**src/pscg_pkg.sv**
```systemverilog
// Package with register map, field layout and reset values for the peripheral sleep clock gating block.
// Assumes a classic Wishbone slave with 32-bit data and byte addressing.
// Summary of operation
// - Status reads raw or masked view, chosen by a control bit
// - Three status bits: oscillator power-up, synthesizer lock, brown-out
// - Regulator level field, eleven steps, resets to the middle setting
// - Regulator level read returns the held setting, not a measurement
// - Gating select clear: sleep and deep-sleep clocks follow run enables
// - Gating select set: sleep clocks follow per-peripheral sleep and deep-sleep bits
// - Gated deep-sleep with enable clear stops that peripheral clock
// - Leaving deep-sleep restarts run-enabled clocks; peripheral state kept
// - Deep-sleep bits are kept while gating is off but have no effect
// - Peripheral with run enable clear gets no clock and no access
// - Run, sleep and deep-sleep bits for twenty-six peripherals
// - Masked status and interrupt only for enabled events
// - Run enables clear at reset; usable five cycles after enable, fault before
// - Software clears an event by writing one; bit then deasserts
package pscg_pkg;
    localparam int PSCG_NPER = 26;
    localparam int PSCG_NEVT = 3;
    localparam logic [7:0] PSCG_RAW_OFS = 8'h00;
    localparam logic [7:0] PSCG_MASK_OFS = 8'h04;
    localparam logic [7:0] PSCG_CLR_OFS = 8'h08;
    localparam logic [7:0] PSCG_STAT_OFS = 8'h0c;
    localparam logic [7:0] PSCG_LEVEL_OFS = 8'h10;
    localparam logic [7:0] PSCG_CTRL_OFS = 8'h14;
    localparam logic [7:0] PSCG_RUN_OFS = 8'h18;
    localparam logic [7:0] PSCG_SLEEP_OFS = 8'h1c;
    localparam logic [7:0] PSCG_DEEP_OFS = 8'h20;
    localparam logic [7:0] PSCG_READY_OFS = 8'h24;
    localparam int PSCG_EVT_OSC_BIT = 0;
    localparam int PSCG_EVT_LOCK_BIT = 1;
    localparam int PSCG_EVT_BROWN_BIT = 2;
    localparam int PSCG_CTRL_GATE_BIT = 0;
    localparam int PSCG_CTRL_VIEW_BIT = 1;
    // Level codes 0..10 map to 2.25 V .. 2.75 V in 0.05 V steps
    localparam logic [3:0] PSCG_LEVEL_DEFAULT = 4'h5;
    localparam logic [3:0] PSCG_LEVEL_MAX = 4'ha;
    localparam logic [2:0] PSCG_ENABLE_DELAY_CNT = 3'h5;
endpackage : pscg_pkg

```
**src/pscg_sync2.sv**
```systemverilog
// Two flip-flop synchroniser for one asynchronous level.
// Assumes the input comes from outside the clock domain.
`timescale 1ns/100ps
module pscg_sync2 (
    input wire logic clock,
    input wire logic rst,
    input wire logic din,
    output logic dout
);
    logic meta;
    always_ff @(posedge clock) begin
        if (rst) begin
            meta <= 1'b0;
            dout <= 1'b0;
        end else begin
            meta <= din;
            dout <= meta;
        end
    end
endmodule : pscg_sync2

```
**src/pscg_periph_slot.sv**
```systemverilog
// One peripheral slot: clock enable and the five-cycle enable settle counter.
// Assumes run, sleep and deep-sleep enables come from registers on the same clock.
`timescale 1ns/100ps
module pscg_periph_slot
    import pscg_pkg::*;
(
    input wire logic clock,
    input wire logic rst,
    input wire logic run_en,
    input wire logic sleep_en,
    input wire logic deep_en,
    input wire logic gating,
    input wire logic in_sleep,
    input wire logic in_deep,
    input wire logic access,
    output logic clk_en,
    output logic ready,
    output logic fault
);
    logic [2:0] settle;
    logic next_clk_en;

    always_ff @(posedge clock) begin
        if (rst) begin
            settle <= 3'h0;
        end else if (!run_en) begin
            settle <= 3'h0;
        end else if (settle != PSCG_ENABLE_DELAY_CNT) begin
            settle <= settle + 3'h1;
        end
    end

    assign ready = run_en && (settle == PSCG_ENABLE_DELAY_CNT);
    // Any access before ready is a bus fault to the requester
    assign fault = access && !ready;

    always_comb begin
        next_clk_en = run_en;
        if (gating && in_deep) begin
            next_clk_en = run_en && deep_en;
        end else if (gating && in_sleep) begin
            next_clk_en = run_en && sleep_en;
        end
    end

    // Registered enable keeps glitches off the clock gate
    always_ff @(posedge clock) begin
        if (rst) begin
            clk_en <= 1'b0;
        end else begin
            clk_en <= next_clk_en;
        end
    end
endmodule : pscg_periph_slot

```
**src/pscg_top.sv**
```systemverilog
// Peripheral sleep clock gating top: Wishbone registers, events, interrupt, gating.
// Assumes processor sleep flags and event inputs may be asynchronous.
//
// Our own choices: the placing of the registers and the Wishbone register port.
`timescale 1ns/100ps
module pscg_top
    import pscg_pkg::*;
(
    input wire logic clock,
    input wire logic rst,
    input wire logic wb_cyc_i,
    input wire logic wb_stb_i,
    input wire logic wb_we_i,
    input wire logic [7:0] wb_adr_i,
    input wire logic [3:0] wb_sel_i,
    input wire logic [31:0] wb_dat_i,
    output logic [31:0] wb_dat_o,
    output logic wb_ack_o,
    input wire logic main_osc_powerup_event,
    input wire logic freq_synth_locked_event,
    input wire logic brownout_event,
    input wire logic proc_sleep,
    input wire logic proc_deep_sleep,
    input wire logic [PSCG_NPER-1:0] periph_access,
    output logic [PSCG_NPER-1:0] periph_clk_en,
    output logic [PSCG_NPER-1:0] periph_ready,
    output logic [PSCG_NPER-1:0] periph_fault,
    output logic [3:0] regulator_level,
    output logic irq
);
    logic [PSCG_NEVT-1:0] evt_async;
    logic [PSCG_NEVT-1:0] evt_sync;
    logic [PSCG_NEVT-1:0] evt_prev;
    logic [PSCG_NEVT-1:0] evt_pulse;
    logic [PSCG_NEVT-1:0] raw;
    logic [PSCG_NEVT-1:0] mask;
    logic [PSCG_NEVT-1:0] masked;
    logic [PSCG_NEVT-1:0] clr;
    logic sleep_s;
    logic deep_s;
    logic sleep_gating_select;
    logic masked_view_select;
    logic [PSCG_NPER-1:0] run_en;
    logic [PSCG_NPER-1:0] sleep_en;
    logic [PSCG_NPER-1:0] deep_en;
    logic req;
    logic wr;
    logic [31:0] next_dat;

    assign evt_async[PSCG_EVT_OSC_BIT] = main_osc_powerup_event;
    assign evt_async[PSCG_EVT_LOCK_BIT] = freq_synth_locked_event;
    assign evt_async[PSCG_EVT_BROWN_BIT] = brownout_event;

    genvar g;
    generate
        for (g = 0; g < PSCG_NEVT; g++) begin : g_evt
            pscg_sync2 u_sync (
                .clock(clock),
                .rst(rst),
                .din(evt_async[g]),
                .dout(evt_sync[g])
            );
        end
        // One slot per peripheral, each with its own enables
        for (g = 0; g < PSCG_NPER; g++) begin : g_per
            pscg_periph_slot u_slot (
                .clock(clock),
                .rst(rst),
                .run_en(run_en[g]),
                .sleep_en(sleep_en[g]),
                .deep_en(deep_en[g]),
                .gating(sleep_gating_select),
                .in_sleep(sleep_s),
                .in_deep(deep_s),
                .access(periph_access[g]),
                .clk_en(periph_clk_en[g]),
                .ready(periph_ready[g]),
                .fault(periph_fault[g])
            );
        end
    endgenerate

    pscg_sync2 u_sleep_sync (
        .clock(clock),
        .rst(rst),
        .din(proc_sleep),
        .dout(sleep_s)
    );

    pscg_sync2 u_deep_sync (
        .clock(clock),
        .rst(rst),
        .din(proc_deep_sleep),
        .dout(deep_s)
    );

    // Events are edges so a held level does not refire after clear
    always_ff @(posedge clock) begin
        if (rst) begin
            evt_prev <= '0;
        end else begin
            evt_prev <= evt_sync;
        end
    end
    assign evt_pulse = evt_sync & ~evt_prev;

    assign req = wb_cyc_i && wb_stb_i && !wb_ack_o;
    assign wr = req && wb_we_i;
    assign clr = (wr && wb_adr_i == PSCG_CLR_OFS && wb_sel_i[0]) ? wb_dat_i[PSCG_NEVT-1:0] : '0;

    // Set wins over a clear in the same cycle
    always_ff @(posedge clock) begin
        if (rst) begin
            raw <= '0;
        end else begin
            raw <= (raw & ~clr) | evt_pulse;
        end
    end

    assign masked = raw & mask;
    assign irq = |masked;

    always_ff @(posedge clock) begin
        if (rst) begin
            mask <= '0;
        end else if (wr && wb_adr_i == PSCG_MASK_OFS && wb_sel_i[0]) begin
            mask <= wb_dat_i[PSCG_NEVT-1:0];
        end
    end

    always_ff @(posedge clock) begin
        if (rst) begin
            sleep_gating_select <= 1'b0;
            masked_view_select <= 1'b0;
        end else if (wr && wb_adr_i == PSCG_CTRL_OFS && wb_sel_i[0]) begin
            sleep_gating_select <= wb_dat_i[PSCG_CTRL_GATE_BIT];
            masked_view_select <= wb_dat_i[PSCG_CTRL_VIEW_BIT];
        end
    end

    // Out-of-range level codes are ignored, setting kept
    always_ff @(posedge clock) begin
        if (rst) begin
            regulator_level <= PSCG_LEVEL_DEFAULT;
        end else if (wr && wb_adr_i == PSCG_LEVEL_OFS && wb_sel_i[0]
                     && wb_dat_i[3:0] <= PSCG_LEVEL_MAX) begin
            regulator_level <= wb_dat_i[3:0];
        end
    end

    function automatic logic [PSCG_NPER-1:0] pscg_merge(
        input logic [PSCG_NPER-1:0] old,
        input logic [31:0] dat,
        input logic [3:0] sel
    );
        logic [31:0] res;
        res = {6'h00, old};
        for (int i = 0; i < 4; i++) begin
            if (sel[i]) begin
                res[i*8 +: 8] = dat[i*8 +: 8];
            end
        end
        return res[PSCG_NPER-1:0];
    endfunction : pscg_merge

    always_ff @(posedge clock) begin
        if (rst) begin
            run_en <= '0;
        end else if (wr && wb_adr_i == PSCG_RUN_OFS) begin
            run_en <= pscg_merge(run_en, wb_dat_i, wb_sel_i);
        end
    end

    always_ff @(posedge clock) begin
        if (rst) begin
            sleep_en <= '0;
        end else if (wr && wb_adr_i == PSCG_SLEEP_OFS) begin
            sleep_en <= pscg_merge(sleep_en, wb_dat_i, wb_sel_i);
        end
    end

    // Stored regardless of gating select
    always_ff @(posedge clock) begin
        if (rst) begin
            deep_en <= '0;
        end else if (wr && wb_adr_i == PSCG_DEEP_OFS) begin
            deep_en <= pscg_merge(deep_en, wb_dat_i, wb_sel_i);
        end
    end

    always_comb begin
        next_dat = 32'h0000_0000;
        case (wb_adr_i)
            PSCG_RAW_OFS: next_dat[PSCG_NEVT-1:0] = raw;
            PSCG_MASK_OFS: next_dat[PSCG_NEVT-1:0] = mask;
            PSCG_STAT_OFS: next_dat[PSCG_NEVT-1:0] = masked_view_select ? masked : raw;
            PSCG_LEVEL_OFS: next_dat[3:0] = regulator_level;
            PSCG_CTRL_OFS: begin
                next_dat[PSCG_CTRL_GATE_BIT] = sleep_gating_select;
                next_dat[PSCG_CTRL_VIEW_BIT] = masked_view_select;
            end
            PSCG_RUN_OFS: next_dat[PSCG_NPER-1:0] = run_en;
            PSCG_SLEEP_OFS: next_dat[PSCG_NPER-1:0] = sleep_en;
            PSCG_DEEP_OFS: next_dat[PSCG_NPER-1:0] = deep_en;
            PSCG_READY_OFS: next_dat[PSCG_NPER-1:0] = periph_ready;
            default: next_dat = 32'h0000_0000;
        endcase
    end

    // One-cycle ack; unmapped addresses ack with zero data
    always_ff @(posedge clock) begin
        if (rst) begin
            wb_ack_o <= 1'b0;
            wb_dat_o <= 32'h0000_0000;
        end else begin
            wb_ack_o <= req;
            if (req && !wb_we_i) begin
                wb_dat_o <= next_dat;
            end
        end
    end
endmodule : pscg_top

```
**config.mk**
```make
export PLATFORM = sky130hd
export DESIGN_NAME = pscg_top
export DESIGN_NICKNAME = d
export VERILOG_FILES = /design/src/pscg_pkg.sv /design/src/pscg_sync2.sv /design/src/pscg_periph_slot.sv /design/src/pscg_top.sv
export SDC_FILE = /design/constraint.sdc
export NUM_CORES = 1
export LEC_CHECK = 0
export BUFFER_PORTS_ARGS = -buffer_cell sky130_fd_sc_hd__buf_2
export CORE_ASPECT_RATIO = 0.75
export CORE_UTILIZATION = 32
export DETAILED_ROUTE_END_ITERATION = 8
export PLACE_DENSITY = 0.58
export SLEW_MARGIN = 20
export SYNTH_ARGS = -nofsm -noshare
export SYNTH_HDL_FRONTEND = slang
export SYNTH_SLANG_ARGS = --single-unit
export TNS_END_PERCENT = 20
```
**constraint.sdc**
```tcl
create_clock -name clock -period 2.05 [get_ports clock]
set_input_delay 0.205 -clock clock [delete_from_list [all_inputs] [get_ports clock]]
set_output_delay 0.205 -clock clock [all_outputs]
set_load 0.01 [all_outputs]
```
Yosys cells after proc, flatten, opt, wreduce, memory -nomap -nowiden
Cells that the tools add are included.

word-level totals
  bits in registers = 234
  latch bits = 0
  bits in writable memories = 0
  ROM bits = 0
  output and inout port bits = 116
  logic and storage cells = 450
  memories kept = 0

cells by class
  add/sub/neg operators = 26
  $mul = 0
  div/mod/pow operators = 0
  order comparisons = 1
  eq/ne operators = 61
  shifts and indexed selects = 0
  multiplexer cells = 58
  bitwise gates (word level) = 32
  reduce and logical (&&, ||, !) cells = 190

operator list
  cell                 number
  $logic_and 1x1->1    122
  $pmux 22 s4          1
  $add 3x1->3 const B  26
  $eq 3x3->1 const B   26
  $ne 3x3->1 const B   26
  $mux 1               52
  $reduce_or 2->1      26
  $eq 8x5->1 const B   4
  $logic_not 1->1      28
  $not 1->1            26
  $reduce_and 2->1     12
  $pmux 2 s9           1
  $eq 8x4->1 const B   2
  $eq 8x6->1 const B   2
  $and 3x3->3          3
  $eq 8x3->1 const B   1
  $logic_not 8->1      1
  $pmux 1 s8           1
  $mux 3               2
  $not 3->3            2
  $pmux 1 s5           1
  $le 4x4->1 const B   1
  $or 3x3->3           1
  $reduce_or 3->1      1

Longest topological paths before layout
  word-level depth = 9
  depth in mapped cells = 8
  mapped depth without buffers = 7

By module
A second synthesis with hierarchy kept.

unflattened totals
  cell total of the unflattened synthesis = 1290
  area, all modules = 11529.8 um2

modules (own cells, without submodules)
  module            instances  cells each  area each (um2)  seq. area each (um2)
  pscg_top          1          724         5671.7           2402.3
  pscg_periph_slot  26         21          215.2            80.1
  pscg_sync2        5          4           52.6             40.0

Least setup slack after synthesis
OpenSTA, ideal clock, no wires.

  path kind = input port to flip-flop
  from = in wb_adr_i[4]
  to = reg deep_en[15]
  data arrival time = 1642 ps
  data required time = 1916 ps
  path slack = 275 ps
  stages = 8
  buffers on the path = 3
  path through = buf_2 -> or4b_1 -> buf_2 -> nor3_4 -> buf_4 -> nand2_2 -> nand2_1 -> a21oi_1

between the ends
  word-level cells in the longest chain between the ends = 3

RTL lines
  element                     line             RTL
  start, declared             pscg_top.sv:14   input wire logic [7:0] wb_adr_i,
  $eq 8x6->1                  pscg_top.sv:186  end else if (wr && wb_adr_i == PSCG_DEEP_OFS) begin
  $logic_and 1x1->1           pscg_top.sv:186
  $reduce_and 2->1 (no line)  n/a
  end signal, assigned        pscg_top.sv:187  deep_en <= pscg_merge(deep_en, wb_dat_i, wb_sel_i);
  end, declared               pscg_top.sv:45   logic [PSCG_NPER-1:0] deep_en;

No other way between the ends.
A chain may end at the register's enable or synchronous reset.

Worst setup path in the final report
  from = reg wb_ack_o
  to = reg deep_en[24]

between the ends
  word-level cells in the longest chain between the ends = 5

RTL lines
  element                     line             RTL
  start, declared             pscg_top.sv:18   output logic wb_ack_o,
  start signal, assigned      pscg_top.sv:216  wb_ack_o <= req;
  $logic_not 1->1             pscg_top.sv:107  assign req = wb_cyc_i && wb_stb_i && !wb_ack_o;
  $logic_and 1x1->1           pscg_top.sv:107
  $logic_and 1x1->1           pscg_top.sv:108  assign wr = req && wb_we_i;
  $logic_and 1x1->1           pscg_top.sv:186
  $reduce_and 2->1 (no line)  n/a

No other way between the ends.

==> flow_summary.json <==
{
  "status": "finished, final reports clean",
  "dr.pass1.iters": 7,
  "cts_resized": 0,
  "cts_buffers": 25,
  "route.vias.total": 9646,
  "timing.rr.end": "deep_en[24]",
  "muxShareOfSynthArea": 0.0344,
  "place.port_buffers": 183,
  "min_to": "deep_en[11]",
  "post-route-period-util": 0.935,
  "hold_viol": 0,
  "worst_slew_pin_slew_ns": 0.513,
  "die_h_um": 164,
  "drive_gt1_frac": 0.197,
  "synthSimpleGateAreaFrac": 0.256,
  "start_util": 0.329,
  "syn-cell-area_um2": 11100,
  "overflow": 0,
  "cp.required_ns": 2.52,
  "synth_compound_area_frac": 0.116,
  "cts.path.max_buffers": 3,
  "fin_nets": 1615,
  "htreeDepth": 1,
  "slew_violations": 0,
  "synthArstFlopShare": 0,
  "antenna_found_initial": 3,
  "grt_start_max_net_pins": 65,
  "area_growth_pct": 21.0,
  "cp.arrival_ns": 2.39,
  "synth-adder-area-share": 0.0584,
  "seq_area_um2": 4680,
  "critPathMaxStageDelay_ns": 0.56,
  "track_usage": 0.172,
  "ctsHoldBuffers": 35,
  "post_cts_buffers": 0,
  "final.setup.tns_ns": 0,
  "worstPathMaxFanout": 18,
  "fillers": 3427,
  "drc": 0,
  "rrSetupSlack_ns": 0.13,
  "holdWs_ns": 0.0829,
  "reg2regPathDepth": 7,
  "synth-xor-area-share": 0.0205,
  "synth_edf_count": 0,
  "via_per_inst": 4.94,
  "cp_slowest_cell": "dlygate4sd3_1",
  "fin_crit_ns": 1.92,
  "totalWireLength_mm": 31.5,
  "finClkSkew_ns": 0.0232,
  "yosysSeqAreaShare": 0.421,
  "drt_iter0_drc": 800,
  "synth-seq-cells": 234,
  "gp_congestion": 0.888,
  "fin_util": 0.398,
  "wl_per_cell_um": 16.1,
  "grt_setup_unrepaired": "no",
  "path_clk_slew_ns": 0.06,
  "hold_path.startpoint": "wb_sel_i[1]",
  "cellPowerDensity_nw_per_um2": 744,
  "core_area_um2": 33900,
  "p_leak_nw": 5.75,
  "path_class": "reg2reg",
  "ant_nets": 0,
  "synth_ff_type": "dfxtp_1",
  "rr_startpoint": "wb_ack_o",
  "grt_pass1_vias": 8648,
  "worstHoldPathType": "in2reg",
  "path_cells": "nand4b_2 -> buf_4 -> nor3_4 -> buf_12 -> nand3_1 -> dlygate4sd3_1 -> a21oi_1",
  "worst_setup_path_start_kind": "flip-flop",
  "synth.distinct_cells": 56,
  "finalSetupViolCount": 0,
  "die_w_um": 217,
  "max_cap_viol_count": 0,
  "yosys_warnings": 0,
  "synth_cells": 1322,
  "die_area_um2": 35600,
  "syn_avg_cell_area_um2": 8.42,
  "crit_buf_inv": 3,
  "irDropWorstVdd_mv": 0.435,
  "relSlewSlack": 0.658,
  "timing.fmax_mhz": 522,
  "clock_sinks": 234,
  "cp_top_family": "buffers and inverters",
  "hold_depth": 3,
  "cts_tree": "done",
  "pin_count": 196,
  "cts_root_buffer": "clkbuf_16",
  "num_rows": 58,
  "dp_hpwl_mm": 22.5,
  "cp-end-kind": "flip-flop",
  "clk-insertion-delay-late_ns": 0.55,
  "synth_top_family_by_area": "simple AND/OR/NAND/NOR gates",
  "multiInputGateArea_um2": 5460,
  "grt_pass1_wl_mm": 48.0
}
## stage by stage
stage	cell area (µm²)	setup WS, ns	power [mW]	std cells
after floorplan	11200	0.275	4.93	1327
after global placement	12200	0.00481	5.10	1871
after detailed placement	12200	-0.0361	5.10	1871
after CTS	13500	0.153	10.1	1952
after global routing	13500	0.0217	10.4	1954
final	13500	0.132	10.0	1954
## state kept, by name (all words and copies together) (netlist names), 3 cells and up
| name | flops |
|---|---|
| g_evt.u_sync.meta | 3 |
| regulator_level | 4 |
| evt_prev | 3 |
| g_per.u_slot.clk_en | 26 |
| raw | 3 |
| sleep_en | 26 |
| g_evt.u_sync.dout | 3 |
| g_per.u_slot.settle | 78 |
| run_en | 26 |
| wb_dat_o | 26 |
| mask | 3 |
| deep_en | 26 |
## power breakdown
part | total [mW] | leakage [nW] | switching, mW | internal, mW
Clock | 4.97 | 0.441 | 1.92 | 3.06
Combinational | 0.488 | 3.42 | 0.278 | 0.210
Sequential | 4.57 | 1.89 | 0.00895 | 4.56
Total | 10.0 | 5.75 | 2.20 | 7.83
## worst max path at each step
stage | startpoint | end | slack (ns) | depth (start not counted)
after floorplan | wb_adr_i[4] | deep_en[15] | 0.27 | 8
after global placement | wb_adr_i[4] | deep_en[20] | 0.005 | 7
after detailed placement | wb_adr_i[4] | wb_dat_o[1] | -0.04 | 6
after CTS | wb_ack_o | deep_en[24] | 0.15 | 7
after global routing | g_per[1].u_slot.settle[0] | periph_fault[1] | 0.02 | 5
final | wb_ack_o | deep_en[24] | 0.13 | 7
## synthesized netlist by cell type (all sizes together) (25+ instances only)
library cell,count,area [µm²]
a211oi,27,203
a21oi,80,400
a22oi,27,203
and3,25,156
buf,110,798
clkbuf,33,124
dfxtp,234,4680
ha,52,651
inv,31,116
mux2i,36,360
nand2,149,564
nand2b,29,181
nand3,78,408
nor2,188,711
nor2b,43,269
nor3,61,349
xnor2,26,228
## final cells by class
type | count | share of cell area
Multi-Input combinational cell | 919 | 0.405
Antenna cell | 2 | 0.000371
Sequential cell | 234 | 0.348
Clock inverter | 11 | 0.0138
Inverter | 31 | 0.00863
Tap cell | 450 | 0.0418
Timing Repair Buffer | 272 | 0.130
Clock buffer | 35 | 0.0529
## cells in the final DEF (no fill, tap or decap), drive strengths merged, types with 29 or more instances in the layout
master       Yosys  final
buf            110    237
dfxtp          234    234
nor2           188    188
nand2          149    149
a21oi           80     80
nand3           78     78
nor3            61     61
ha              52     52
nor2b           43     43
mux2i           36     36
dlygate4sd3      0     35
clkbuf          33     35
inv             31     32
nand2b          29     29
## layer usage
layer / vias to the layer above / wire length [µm] / track usage
met5: - / 0 / 0
met4: 0 / 616 / 0.0407
met3: 53 / 2330 / 0.0399
met2: 340 / 13300 / 0.258
met1: 4490 / 15300 / 0.247
li1: 4763 / - / -
## cells by family after synthesis
| group | Yosys count |
|---|---|
| AO/OA/AOI/OAI | 200 |
| XOR/XNOR | 26 |
| adder cells (fa/ha/maj) | 52 |
| buffers and inverters | 174 |
| flip-flops | 234 |
| multiplexers | 38 |
| other | 1 |
| AND/OR/NAND/NOR | 597 |
## tightest hold or removal path, delay by kind of cell
family	cells	cell delay [ns]
and+or+nand+nor	1	0.12
buffers and inverters	1	0.20
AOI/OAI and AO/OA	1	0.05
Power figures use the tool's default switching activity.
